`src/include/tw_pkg.sv`:
```
package tw_pkg;

  // ************************************************************
  // Timing
  // ************************************************************
  localparam int unsigned SYS_CLK_PERIOD_PS = 5000;
  localparam int unsigned STD_BIT_NS = 10000;
  localparam int unsigned FAST_BIT_NS = 2500;
  localparam int unsigned PHASES_PER_BIT = 4;
  localparam int unsigned CNT_W = 10;
  // Quarter-bit counts, rounded up so the bit is never faster than the mode allows
  localparam logic [CNT_W-1:0] STD_QTR_CYC =
    CNT_W'((STD_BIT_NS * 1000 + PHASES_PER_BIT * SYS_CLK_PERIOD_PS - 1) / (PHASES_PER_BIT * SYS_CLK_PERIOD_PS));
  localparam logic [CNT_W-1:0] FAST_QTR_CYC =
    CNT_W'((FAST_BIT_NS * 1000 + PHASES_PER_BIT * SYS_CLK_PERIOD_PS - 1) / (PHASES_PER_BIT * SYS_CLK_PERIOD_PS));

  // ************************************************************
  // Field layout
  // ************************************************************
  localparam int unsigned BYTE_W = 8;
  localparam int unsigned TXBUF_W = 32;
  localparam logic [2:0] LAST_BIT = 3'h7;
  localparam logic [1:0] PH0 = 2'h0;
  localparam logic [1:0] PH1 = 2'h1;
  localparam logic [1:0] PH2 = 2'h2;
  localparam logic [1:0] PH3 = 2'h3;

  typedef enum logic [2:0] {
    TW_IDLE  = 3'h0,
    TW_START = 3'h1,
    TW_WRITE = 3'h3,
    TW_ACK   = 3'h2,
    TW_STOP  = 3'h6,
    TW_READ  = 3'h7
  } tw_state_e_t;

  // Command word: start, stop, read, write, and the acknowledge level sent when reading
  typedef struct packed {
    logic start;
    logic stop;
    logic read;
    logic write;
    logic ack;
  } tw_cmd_t;

  localparam tw_cmd_t CMD_NONE = '0;

  // Status flags toward software
  typedef struct packed {
    logic tip;
    logic done;
    logic al;
    logic rxack;
    logic busy;
  } tw_status_t;

endpackage : tw_pkg

```
`src/design/tw_sync.sv`:
```
`timescale 1ns/1ps
`default_nettype none

module tw_sync
  import tw_pkg::*;
#(
  parameter int unsigned W = 1,
  parameter logic [W-1:0] RST_VAL = '1
)
(
  input wire logic i_sys_clk,
  input wire logic i_rst_n,
  input wire logic [W-1:0] i_d,
  output logic [W-1:0] o_q
);

  typedef struct packed {
    logic [W-1:0] s1;
    logic [W-1:0] s2;
  } tw_sync_t;

  tw_sync_t st_ff;
  tw_sync_t nxt_st;

  always_comb
  begin
    nxt_st.s1 = i_d;
    nxt_st.s2 = st_ff.s1;
  end

  always_ff @(posedge i_sys_clk or negedge i_rst_n)
  begin
    if (!i_rst_n)
    begin
      st_ff <= {RST_VAL, RST_VAL};
    end
    else
    begin
      st_ff <= nxt_st;
    end
  end

  assign o_q = st_ff.s2;

endmodule : tw_sync

`default_nettype wire

```
`src/design/tw_master.sv`:
```
`timescale 1ns/1ps
`default_nettype none

module tw_master
  import tw_pkg::*;
(
  input wire logic i_sys_clk,
  input wire logic i_rst_n,
  input wire logic i_en,
  input wire logic i_fast_mode,
  input wire logic i_cmd_valid,
  input wire tw_cmd_t i_cmd,
  input wire logic [TXBUF_W-1:0] i_tx_data,
  input wire logic [1:0] i_tx_num,
  input wire logic i_done_clr,
  input wire logic i_al_clr,
  output logic [BYTE_W-1:0] o_rx_data,
  output tw_status_t o_status,
  input wire logic i_scl,
  output logic o_scl_o,
  output logic o_scl_oe,
  input wire logic i_sda,
  output logic o_sda_o,
  output logic o_sda_oe
);

  // ************************************************************
  // Reset release
  // ************************************************************
  logic [1:0] rst_sync_ff;
  logic rst_n;

  always_ff @(posedge i_sys_clk or negedge i_rst_n)
  begin
    if (!i_rst_n)
    begin
      rst_sync_ff <= 2'h0;
    end
    else
    begin
      rst_sync_ff <= {rst_sync_ff[0], 1'b1};
    end
  end

  assign rst_n = rst_sync_ff[1];

  // ************************************************************
  // Line sampling
  // ************************************************************
  logic [1:0] line_s;
  logic scl_s;
  logic sda_s;

  tw_sync #(.W(2), .RST_VAL(2'h3)) u_line_sync (
    .i_sys_clk(i_sys_clk),
    .i_rst_n(rst_n),
    .i_d({i_scl, i_sda}),
    .o_q(line_s)
  );

  assign scl_s = line_s[1];
  assign sda_s = line_s[0];

  // ************************************************************
  // State
  // ************************************************************
  typedef struct packed {
    tw_state_e_t st;
    logic [1:0] ph;
    logic [CNT_W-1:0] cnt;
    logic [2:0] bitn;
    logic [BYTE_W-1:0] sh;
    logic [1:0] left;
    logic [TXBUF_W-1:0] tx;
    logic [BYTE_W-1:0] rx;
    tw_cmd_t cmd;
    logic own;
    logic scl_oe;
    logic sda_oe;
    logic scl_d;
    logic sda_d;
    tw_status_t stat;
  } tw_state_t;

  tw_state_t st_ff;
  tw_state_t nxt_st;
  logic [CNT_W-1:0] qtr;
  logic tick;
  logic start_seen;
  logic stop_seen;

  assign qtr = i_fast_mode ? FAST_QTR_CYC : STD_QTR_CYC;
  // High phase holds while a slave keeps the clock low
  assign tick = (st_ff.cnt == qtr) && (st_ff.ph != PH2 || scl_s);
  assign start_seen = scl_s && st_ff.scl_d && st_ff.sda_d && !sda_s;
  assign stop_seen = scl_s && st_ff.scl_d && !st_ff.sda_d && sda_s;

  always_comb
  begin
    nxt_st = st_ff;
    nxt_st.scl_d = scl_s;
    nxt_st.sda_d = sda_s;
    nxt_st.cnt = tick ? '0 : st_ff.cnt + CNT_W'(1);
    if (st_ff.ph == PH2 && !scl_s)
    begin
      nxt_st.cnt = '0;
    end
    if (tick)
    begin
      nxt_st.ph = st_ff.ph + 2'h1;
    end

    if (start_seen)
    begin
      nxt_st.stat.busy = 1'b1;
    end
    else if (stop_seen)
    begin
      nxt_st.stat.busy = 1'b0;
    end

    // Set wins over clear
    if (i_done_clr)
    begin
      nxt_st.stat.done = 1'b0;
    end
    if (i_al_clr)
    begin
      nxt_st.stat.al = 1'b0;
    end

    unique case (st_ff.st)
      TW_IDLE:
      begin
        nxt_st.ph = PH0;
        nxt_st.cnt = '0;
        if (i_cmd_valid && !st_ff.stat.tip && i_en)
        begin
          nxt_st.cmd = i_cmd;
          nxt_st.tx = i_tx_data;
          nxt_st.left = i_tx_num;
          // Start without a direction is dropped
          nxt_st.stat.tip = !(i_cmd.start && !i_cmd.read && !i_cmd.write)
                            && (i_cmd != CMD_NONE);
        end
        else if (st_ff.stat.tip)
        begin
          if (st_ff.cmd.start)
          begin
            // Own bus: clock held low, repeated start; else wait for idle
            if (st_ff.own || (!st_ff.stat.busy && scl_s && sda_s))
            begin
              nxt_st.st = TW_START;
            end
          end
          else if (st_ff.cmd.write)
          begin
            nxt_st.st = TW_WRITE;
            nxt_st.sh = st_ff.tx[BYTE_W-1:0];
            nxt_st.bitn = '0;
          end
          else if (st_ff.cmd.read)
          begin
            nxt_st.st = TW_READ;
            nxt_st.bitn = '0;
          end
          else if (st_ff.cmd.stop && st_ff.own)
          begin
            nxt_st.st = TW_STOP;
          end
          else
          begin
            nxt_st.stat.tip = 1'b0;
            nxt_st.stat.done = 1'b1;
          end
        end
      end

      TW_START:
      begin
        if (tick)
        begin
          unique case (st_ff.ph)
            PH0: nxt_st.sda_oe = 1'b0;
            PH1: nxt_st.scl_oe = 1'b0;
            PH2:
            begin
              if (!sda_s)
              begin
                nxt_st = lose(nxt_st);
              end
              else
              begin
                nxt_st.sda_oe = 1'b1;
                nxt_st.own = 1'b1;
              end
            end
            PH3:
            begin
              nxt_st.scl_oe = 1'b1;
              nxt_st.cmd.start = 1'b0;
              nxt_st.st = TW_IDLE;
            end
          endcase
        end
      end

      TW_WRITE, TW_READ:
      begin
        if (tick)
        begin
          unique case (st_ff.ph)
            PH0: nxt_st.sda_oe = (st_ff.st == TW_WRITE) ? !st_ff.sh[BYTE_W-1] : 1'b0;
            PH1: nxt_st.scl_oe = 1'b0;
            PH2:
            begin
              if (st_ff.st == TW_WRITE && !st_ff.sda_oe && !sda_s)
              begin
                nxt_st = lose(nxt_st);
              end
              else
              begin
                nxt_st.sh = {st_ff.sh[BYTE_W-2:0], sda_s};
              end
            end
            PH3:
            begin
              nxt_st.scl_oe = 1'b1;
              nxt_st.bitn = st_ff.bitn + 3'h1;
              if (st_ff.bitn == LAST_BIT)
              begin
                nxt_st.st = TW_ACK;
                if (st_ff.st == TW_READ)
                begin
                  nxt_st.rx = st_ff.sh;
                end
              end
            end
          endcase
        end
      end

      TW_ACK:
      begin
        if (tick)
        begin
          unique case (st_ff.ph)
            PH0: nxt_st.sda_oe = st_ff.cmd.read ? !st_ff.cmd.ack : 1'b0;
            PH1: nxt_st.scl_oe = 1'b0;
            PH2:
            begin
              if (!st_ff.cmd.read)
              begin
                nxt_st.stat.rxack = sda_s;
              end
            end
            PH3:
            begin
              nxt_st.scl_oe = 1'b1;
              // Data kept until the low phase; moving it with the clock edge could fake a stop
              if (!st_ff.cmd.read && st_ff.left != 2'h0 && !st_ff.stat.rxack)
              begin
                nxt_st.left = st_ff.left - 2'h1;
                nxt_st.tx = st_ff.tx >> BYTE_W;
                nxt_st.sh = st_ff.tx[2*BYTE_W-1:BYTE_W];
                nxt_st.st = TW_WRITE;
              end
              else if (st_ff.cmd.stop)
              begin
                nxt_st.st = TW_STOP;
              end
              else
              begin
                // Bus kept; software decides stop or repeated start
                nxt_st.st = TW_IDLE;
                nxt_st.stat.tip = 1'b0;
                nxt_st.stat.done = 1'b1;
              end
            end
          endcase
        end
      end

      TW_STOP:
      begin
        if (tick)
        begin
          unique case (st_ff.ph)
            PH0: nxt_st.sda_oe = 1'b1;
            PH1: nxt_st.scl_oe = 1'b0;
            PH2: nxt_st.sda_oe = 1'b0;
            PH3:
            begin
              nxt_st.own = 1'b0;
              nxt_st.st = TW_IDLE;
              nxt_st.stat.tip = 1'b0;
              nxt_st.stat.done = 1'b1;
            end
          endcase
        end
      end

      default:
      begin
        nxt_st.st = TW_IDLE;
      end
    endcase

    if (!i_en)
    begin
      nxt_st.st = TW_IDLE;
      nxt_st.scl_oe = 1'b0;
      nxt_st.sda_oe = 1'b0;
      nxt_st.own = 1'b0;
      nxt_st.stat.tip = 1'b0;
      nxt_st.stat.busy = 1'b0;
    end
  end

  // Release both lines and end the transfer
  function automatic tw_state_t lose(input tw_state_t s);
    tw_state_t r;
    r = s;
    r.scl_oe = 1'b0;
    r.sda_oe = 1'b0;
    r.own = 1'b0;
    r.st = TW_IDLE;
    r.stat.tip = 1'b0;
    r.stat.done = 1'b1;
    r.stat.al = 1'b1;
    return r;
  endfunction : lose

  always_ff @(posedge i_sys_clk or negedge rst_n)
  begin
    if (!rst_n)
    begin
      st_ff <= '{st: TW_IDLE, ph: PH0, cnt: '0, bitn: '0, sh: '0, left: '0, tx: '0, rx: '0,
                 cmd: CMD_NONE, own: 1'b0, scl_oe: 1'b0, sda_oe: 1'b0, scl_d: 1'b1, sda_d: 1'b1,
                 stat: '0};
    end
    else
    begin
      st_ff <= nxt_st;
    end
  end

  // ************************************************************
  // Outputs
  // ************************************************************
  // Lines are never driven high; the pull-up makes the one
  assign o_scl_o = 1'b0;
  assign o_sda_o = 1'b0;
  assign o_scl_oe = st_ff.scl_oe;
  assign o_sda_oe = st_ff.sda_oe;
  assign o_rx_data = st_ff.rx;
  assign o_status = st_ff.stat;

endmodule : tw_master

`default_nettype wire

```
`config.mk`:
```
export PLATFORM = sky130hd
export DESIGN_NAME = tw_master
export DESIGN_NICKNAME = d
export VERILOG_FILES = /design/src/include/tw_pkg.sv /design/src/design/tw_sync.sv /design/src/design/tw_master.sv
export SDC_FILE = /design/constraint.sdc
export NUM_CORES = 1
export LEC_CHECK = 0
export ABC_AREA = 0
export ABC_CLOCK_PERIOD_IN_PS = 7700
export BUFFER_PORTS_ARGS = -buffer_cell sky130_fd_sc_hd__buf_4
export CAP_MARGIN = 20
export CORE_MARGIN = 10
export CORE_UTILIZATION = 30
export DETAILED_ROUTE_END_ITERATION = 12
export SLEW_MARGIN = 5
export SYNTH_ARGS = -nofsm -noshare
export SYNTH_HDL_FRONTEND = slang
export SYNTH_SLANG_ARGS = --single-unit
```
`constraint.sdc`:
```
create_clock -name i_sys_clk -period 7.7 [get_ports i_sys_clk]
set_input_delay 0 -clock i_sys_clk [delete_from_list [all_inputs] [get_ports i_sys_clk]]
set_output_delay 0 -clock i_sys_clk [all_outputs]
set_load 0.01 [all_outputs]
```
# After elaboration in Yosys (flattened, before gate mapping)
# Cells that the tools add are included.
[word_totals] reg_bits=89 in_bits=48 out_inout_bits=17 wordCells=250
[op_classes] n_addsub=4 n_eq_ne=60 muxes=101 n_bitwise=4 n_reduce_logical=55
[op_table] op="$mux W42" n=4
[op_table] op="$pmux W42 S4" n=1
[op_table] op="$mux W83" n=2
[op_table] op="$mux W73" n=1
[op_table] op="$mux W65" n=1
[op_table] op="$mux W3" n=19
[op_table] op="$ne A3 B3 Y1 const B" n=15
[op_table] op="$pmux W15 S3" n=1
[op_table] op="$mux W34" n=1
[op_table] op="$mux W11" n=3
[op_table] op="$mux W8" n=4
[op_table] op="$pmux W8 S2" n=2
[op_table] op="$mux W10" n=3
[op_table] op="$ne A2 B2 Y1 const B" n=15
[op_table] op="$mux W2" n=13
[op_table] op="$ne A4 B3 Y1 const B" n=5
[op_table] op="$ne A4 B4 Y1 const B" n=5
[op_table] op="$logic_and A1 B1 Y1" n=19
[op_table] op="$mux W1" n=18
[op_table] op="$mux W18" n=1
[op_table] op="$mux W6" n=3
[op_table] op="$pmux W3 S2" n=3
[op_table] op="$pmux W3 S5" n=1
[op_table] op="$pmux W5 S3" n=1
[op_table] op="45 further kinds" n=83

# Longest topological paths before layout
# Gate-level depths: netlist of run 1.
[logic_depth] ltp_word=10 mapped_depth=10 depth_no_buf=8

# Cells and area by module
# A second synthesis of run 1 with hierarchy kept.
[unflattened] cells_unflattened=493 area_unflattened_um2=4808.4
[by_module_without_submodules] module="tw_master" instances=1 cells_per_inst=489 area_each_um2=4703.3 seq_area_each_um2=2129.5
[by_module_without_submodules] module="tw_sync" instances=1 cells_per_inst=4 area_each_um2=105.1 seq_area_each_um2=105.1

# Worst setup path before layout of run 1
# OpenSTA, ideal clock, no wires.
[synth_path] path_type="register -> register" start="reg st_ff[78] in the netlist's numbering" end="reg st_ff[63] in the netlist's numbering" arrival_ns=1.944 required_time_ns=7.575 slack_ns=5.632 stages_incl_launch_ff=8 n_path_buf=0 synth_period_minus_slack_ns=2.068 path_cell_list="dfrtp_1 -> inv_1 -> ha_1 -> inv_1 -> nor2_1 -> nor3_4 -> o21ai_2 -> mux2_2"
[synth_via] elab_chain_len=5
[synth_lines] item="start: declaration" line_no="tw_master.sv:85" text="tw_state_t st_ff;"
[synth_lines] item="start signal: assignment" line_no="tw_master.sv:338" text="st_ff <= '{st: TW_IDLE, ph: PH0, cnt: '0, bitn: '0, sh: '0, left: '0, tx: '0, rx: '0,"
[synth_lines] item="start signal: assignment" line_no="tw_master.sv:344" text="st_ff <= nxt_st;"
[synth_lines] item="$ne A2 B2 Y1" line_no="tw_master.sv:94" text="assign tick = (st_ff.cnt == qtr) && (st_ff.ph != PH2 || scl_s);"
[synth_lines] item="$logic_or A1 B1 Y1" line_no="tw_master.sv:94"
[synth_lines] item="$logic_and A1 B1 Y1" line_no="tw_master.sv:94"
[synth_lines] item="$ne A2 B2 Y1 (no line)"
[synth_lines] item="$reduce_and A12 Y1 (no line) *"
# Every way passes the cells marked *; elsewhere a longest branch is shown, timed or not.
# A chain may end at the register's enable or synchronous reset.

# Final worst setup path of run 1
[layout_path] start="reg st_ff[81] in the netlist's numbering" end="reg st_ff (netlist bit o_rx_data[6])"
[layout_via] elab_chain_len=3
[layout_lines] item="$eq A3 B2 Y1, or another cell as far along" line_no="tw_master.sv:132" text="unique case (st_ff.st)"
[layout_lines] item="$reduce_or A2 Y1 / $not A1 Y1 (equally long branches)"
[layout_lines] item="$reduce_and A7 Y1 (no line) / $pmux W8 S2 (equally long branches)"
# Parallel ways exist; a longest one is shown, timed or not.

==> flow_metrics.env, run 1 <==
export IMPL_outcome="completed"
export IMPL_max_stage_delay_ps=1010
export IMPL_drt_wl_total_um=12700
export IMPL_die_x_um=146
export IMPL_clockBufferDepth=2
export IMPL_clock_latency_ps=340
export IMPL_critPathSlowestCell="dfrtp_1"
export IMPL_synthArstFlopShare_pct=100
export IMPL_path_cells="nand2_1 > nor2_1 > nand4_1 > mux2_2"
export IMPL_grt_pass1_vias=3992
export IMPL_crit_required_ps=7930
export IMPL_start_kind="flip-flop"
export IMPL_synth_edf_count=0
export IMPL_drv_cap=0
export IMPL_finalSetupViolations=0
export IMPL_ctsRootBufferMaster="clkbuf_16"
export IMPL_critical_path_class="reg -> reg"
export IMPL_post_route_period_util_pct=43.8
export IMPL_regArea_mm2=0.00224
export IMPL_arrival_ps=3600
export IMPL_drt_iter0_markers=242
export IMPL_clk_pin_slew_ps=70
export IMPL_placed_area_mm2=0.00528
export IMPL_n_antenna_cell=0
export IMPL_vdd_ir_drop_max_mv=0.117
export IMPL_critPathBufInv=0
export IMPL_ios=65
export IMPL_critPathMaxFanout=35
export IMPL_die_h_um=146
export IMPL_rsz0062_at_grt="no"
export IMPL_hpwl_um=8960
export IMPL_portBuffers=62
export IMPL_yosysWarningCount=0
export IMPL_hold_buffers=20
export IMPL_worst_slew_pin_slew_ps=1050
export IMPL_grt_pass1_wl_um=20900
export IMPL_finalHoldViolations=0
export IMPL_final_common_cell="dfrtp_1"
export IMPL_synth_cell_type_count=56
export IMPL_fillers=1602
export IMPL_slew_violations=0
export IMPL_synth_ff_type="dfrtp_1"
export IMPL_final_nets=624
export IMPL_finalInstanceArea_mm2=0.00585
export IMPL_finalNonFillerCells=788
export IMPL_cp_end_kind="flip-flop"
export IMPL_holdWs_ps=27.0
export IMPL_clock_sinks=89
export IMPL_coreArea_mm2=0.0157
export IMPL_cts_buffers=9
export IMPL_die_area_mm2=0.0213
export IMPL_max_slew_margin_pct=29.4
export IMPL_grt_start_max_net_pins=88
export IMPL_avgSynthCellArea_um2=9.22
export IMPL_crit_family="simple AND/OR/NAND/NOR gates"
export IMPL_area_delta_synth_final_pct=22.7
export IMPL_cts_setup_buffers=0
export IMPL_ys_seq_area_share_pct=46.9
export IMPL_min_period_ps=3370
export IMPL_track_usage_pct=11.6
export IMPL_drc=0
export IMPL_tns_ps=0
export IMPL_ctsResizeCount=0
export IMPL_postRouteAntennaNets=0
export IMPL_start_util_pct=30.3
export IMPL_dr_pass1_iters=4
export IMPL_antenna_found_initial=0
export IMPL_yosys_register_bits=89
export IMPL_synthCells=517
export IMPL_max_clock_freq_ghz=0.296
export IMPL_htree_num_levels=3
export IMPL_min_path_type="in -> reg"
export IMPL_drive_gt1_share_pct=18.4
export IMPL_powerDensity_mw_per_mm2=307
export IMPL_final_cell_mix="82 x dfrtp_1, 63 x buf_4, 55 x nand2_1, 46 x o21ai_0, 41 x a21oi_1"
export IMPL_vias_per_cell=5.04
export IMPL_clock_skew_ps=7.99
export IMPL_synth_area_mm2=0.00476
export IMPL_num_vias=3969
export IMPL_wl_per_cell_um=16.1
export IMPL_placed_cells=750
export IMPL_num_rows=46
export IMPL_multi_input_area_mm2=0.00219
export IMPL_grt_ovfl_total=0
export IMPL_leakagePower_uw=0.00266
export IMPL_cts_tree="done"
export IMPL_gp_congestion=0.893
[cells in the mapped netlist (all sizes together), types with 2 or more instances]
master | count | area [µm²]
mux2i | 10 | 100
o32ai | 2 | 17.5
a31oi | 3 | 18.8
xnor2 | 5 | 43.8
inv | 29 | 109
a22o | 9 | 78.8
buf | 22 | 150
ha | 9 | 113
nor2b | 6 | 37.5
o21ai | 47 | 239
clkbuf | 25 | 93.8
mux2 | 10 | 113
or3 | 3 | 18.8
a211oi | 8 | 60.1
nor3 | 9 | 66.3
xor2 | 4 | 35.0
a22oi | 14 | 119
dfstp | 6 | 158
dfrtp | 83 | 2080
nand2b | 5 | 31.3
and2 | 2 | 12.5
a311oi | 2 | 17.5
conb | 2 | 7.51
o2111ai | 2 | 17.5
a21oi | 41 | 205
nand2 | 55 | 206
and3 | 28 | 175
nor4 | 5 | 37.5
o22ai | 10 | 62.6
a32oi | 2 | 17.5
nand4 | 5 | 31.3
nor2 | 30 | 115
nand3 | 10 | 55.1
[area by class of cell]
cell class	instances	area share, %
inverter	29	1.86
sequential	89	38.3
multi-input combinational	353	37.4
clock inverter	6	1.24
timing repair buffer	85	12.5
clock buffer	10	4.09
tap	216	4.62
[where the power goes]
group,leakage (µW),internal (µW),switching [µW],total (µW)
clock,0.000143,264,193,457
combinational,0.00140,261,321,582
sequential,0.00112,607,146,753
total,0.00266,1130,660,1790
[flip-flops by register name, indices dropped and copies added, names as in the netlist]
name	count
o_rx_data	8
st_ff	68
u_line_sync.o_q	2
rst_sync_ff	2
o_status	5
o_sda_oe	1
u_line_sync.nxt_st	2
o_scl_oe	1
[stage by stage]
stage / total power, µW / util, % / setup slack [ps]
3_3_place_gp: 1290 / 33.6 / 4430
6_report: 1790 / 37.2 / 4330
4_1_cts: 1790 / 36.9 / 4170
3_5_place_dp: 1310 / 33.6 / 4180
5_1_grt: 1920 / 37.2 / 4040
2_1_floorplan: 1160 / - / 5050
[worst paths after layout]
| kind | startpoint | end | slack, ps | cells past startpoint |
|---|---|---|---|---|
| setup / recovery | st_ff[81] | o_rx_data[6] | 4330 | 4 |
| hold reg to reg | rst_sync_ff[1] | o_status[4] | 240 | 0 |
| min in group asynchronous | rst_sync_ff[1] | o_status[4] | 240 | 0 |
| max in group asynchronous | rst_sync_ff[1] | o_sda_oe | 6840 | 1 |
| hold / removal | i_cmd[4] | st_ff[14] | 30 | 3 |
| setup reg to reg | st_ff[81] | o_rx_data[6] | 4330 | 4 |
[metal layers]
layer  share of wire, %  track usage (%)
met4                1.7             4.35
met3                5.2             2.35
met5                  0                0
met1                 48             15.8
met2                 45             17.8
[worst min-delay path, cell delays in order]
cell,delay (ps)
buf_4,90
a31oi_1,70
o221ai_1,160
[cells by family after synthesis]
kind of cell	Yosys count	share of synthesized area, %
AO/OA/AOI/OAI	151	20.0
XOR/XNOR	9	1.65
adder cells (fa/ha/maj)	9	2.36
buffers and inverters	76	7.41
flip-flops	89	46.9
multiplexers	20	4.46
other	2	0.158
AND/OR/NAND/NOR	161	17.1
No activity file was read; power rests on OpenSTA's default activity.
==> inputs of run 2 (changes only) <==
- ABC_CLOCK_PERIOD_IN_PS: 7700 -> 3500
- clock period: 7.7 -> 3.5 ns (I/O delays scaled with it)
==> run 2 against run 1 <==
Compared with the run above: clock power rose by 130%; largest power group unchanged; critical endpoint is now st_ff[63]; total power rose by 120%; largest cell class unchanged; highest routed layer unchanged; first-iteration DRC count rose by 8.7%; critical path type unchanged.
==> flow_metrics.env, run 2 (synthesis results as in run 1) <==
export IMPL_outcome="completed"
export IMPL_die_h_um=146
export IMPL_placed_area_mm2=0.00533
export IMPL_num_vias=3955
export IMPL_multi_input_area_mm2=0.00219
export IMPL_final_common_cell="dfrtp_1"
export IMPL_ctsRootBufferMaster="clkbuf_16"
export IMPL_final_nets=630
export IMPL_cts_buffers=9
export IMPL_r2r_end="st_ff[63]"
export IMPL_largest_reg_flops=68
export IMPL_hold_start="i_tx_num[0]"
export IMPL_critPathSlowestCell="o21ai_2"
export IMPL_start_util_pct=30.3
export IMPL_leakagePower_uw=0.00269
export IMPL_powerDensity_mw_per_mm2=679
export IMPL_grt_pass1_vias=4015
export IMPL_clockBufferDepth=2
export IMPL_power_uw=3990
export IMPL_crit_family="simple AND/OR/NAND/NOR gates"
export IMPL_drt_iter0_markers=263
export IMPL_cpMostUsedCell="inv_1"
export IMPL_crit_required_ps=3740
export IMPL_finalSetupViolations=0
export IMPL_gp_congestion=0.904
export IMPL_worst_slew_pin_slew_ps=986
export IMPL_cts_tree="done"
export IMPL_die_x_um=146
export IMPL_die_area_mm2=0.0213
export IMPL_drt_wl_total_um=12700
export IMPL_min_to="st_ff[55]"
export IMPL_path_cells="inv_1 > ha_1 > inv_1 > nor2_1 > nor3_4 > o21ai_2 > mux2_2"
export IMPL_critPathMaxFanout=13
export IMPL_clock_sinks=89
export IMPL_area_delta_synth_final_pct=23.2
export IMPL_dr_wl_met3_um=770
export IMPL_vdd_ir_drop_max_mv=0.251
export IMPL_route_met2_wl_um=5700
export IMPL_ios=65
export IMPL_wl_met1_um=5970
export IMPL_clock_skew_ps=10.2
export IMPL_rsz0062_at_grt="no"
export IMPL_vias_per_cell=4.99
export IMPL_reg2reg_slack_ps=780
export IMPL_holdPathStages=3
export IMPL_max_stage_delay_ps=480
export IMPL_track_usage_pct=12.0
export IMPL_clk_pin_slew_ps=70
export IMPL_drive_gt1_share_pct=18.9
export IMPL_slew_violations=0
export IMPL_n_antenna_cell=0
export IMPL_critPathBufInv=2
export IMPL_postRouteAntennaNets=0
export IMPL_grt_start_max_net_pins=70
export IMPL_critical_path_class="reg -> reg"
export IMPL_rr_worst_depth=7
export IMPL_start_kind="flip-flop"
export IMPL_top_layer="met4"
export IMPL_num_rows=46
export IMPL_wl_per_cell_um=16.0
export IMPL_cp_end_kind="flip-flop"
export IMPL_regArea_mm2=0.00224
export IMPL_arrival_ps=2960
export IMPL_min_path_type="in -> reg"
export IMPL_max_slew_margin_pct=34.3
export IMPL_worstReg2RegStart="st_ff[78]"
export IMPL_post_route_period_util_pct=77.7
export IMPL_min_period_ps=2720
export IMPL_grt_ovfl_total=0
export IMPL_drv_cap=0
export IMPL_max_clock_freq_ghz=0.368
export IMPL_hpwl_um=9170
export IMPL_antenna_found_initial=0
export IMPL_htree_num_levels=3
export IMPL_dr_pass1_iters=4
export IMPL_clock_latency_ps=350
export IMPL_finalInstanceArea_mm2=0.00587
export IMPL_portBuffers=62
export IMPL_grt_pass1_wl_um=21200
export IMPL_finalHoldViolations=0
export IMPL_final_cell_mix="82 x dfrtp_1, 70 x buf_4, 55 x nand2_1, 46 x o21ai_0, 41 x a21oi_1"
export IMPL_coreArea_mm2=0.0157
export IMPL_drc=0
export IMPL_top_register="st_ff"
export IMPL_tns_ps=0
export IMPL_fillers=1581
==> run 2: changes by cell type in the layout (fill, tap and decap cells not counted), sizes merged <==
cell	before	now
buf	65	71
clkinvlp	3	0
clkinv	0	2
inv	31	29
bufinv	1	2
clkbuf	10	11
==> run 2: what timing repair did <==
item / CTS / global route
buffers inserted: 0 / 0
resized for setup: 0 / 0
endpoints found under the hold margin: 20 / 0
hold buffers: 20 / 0
==> run 2: layer usage <==
layer	vias up	GRT usage, %
li1	1930	-
met1	1873	15.9
met2	132	18.6
met3	20	2.69
met4	0	4.75
met5	-	0
==> run 2: worst max-delay path by stage <==
stage	slack, ps	startpoint	endpoint	cells after the start
after global routing	610	st_ff[78]	st_ff[63]	7
after global placement	910	st_ff[80]	st_ff[37]	4
final	780	st_ff[78]	st_ff[63]	7
after CTS	760	st_ff[80]	st_ff[32]	4
after detailed placement	780	st_ff[80]	st_ff[32]	4
after floorplan	850	rst_sync_ff[1]	o_rx_data[0]	0
==> run 2: tightest hold or removal path, stage by stage <==
cell     delay, ps
buf_4           90
a22oi_1         60
o21ai_0        160
==> run 2: through the flow <==
stage | cells | hold slack, ps | worst slack, ps | util [%]
6_report | 793 | 4.96 | 781 | 37.4
5_1_grt | 793 | 13.3 | 607 | 37.4
4_1_cts | 792 | 10.4 | 764 | 37.2
3_5_place_dp | 757 | -215 | 775 | 33.9
3_3_place_gp | 757 | -217 | 909 | 33.9
2_1_floorplan | 518 | -296 | 848 | -
==> run 2: area by class of cell <==
cell class | count | area share [%]
well taps | 216 | 4.60
inverters | 29 | 1.85
repair buffers | 91 | 12.7
multi-input cells | 353 | 37.3
clock inverters | 4 | 1.32
flip-flops and latches | 89 | 38.1
clock buffers | 11 | 4.13
==> run 2: power breakdown <==
part / switching, µW / internal, µW / total [µW] / leakage, µW
clock: 399 / 644 / 1040 / 0.000156
sequential: 314 / 1340 / 1650 / 0.00112
combinational: 708 / 584 / 1290 / 0.00142
total: 1420 / 2560 / 3990 / 0.00269
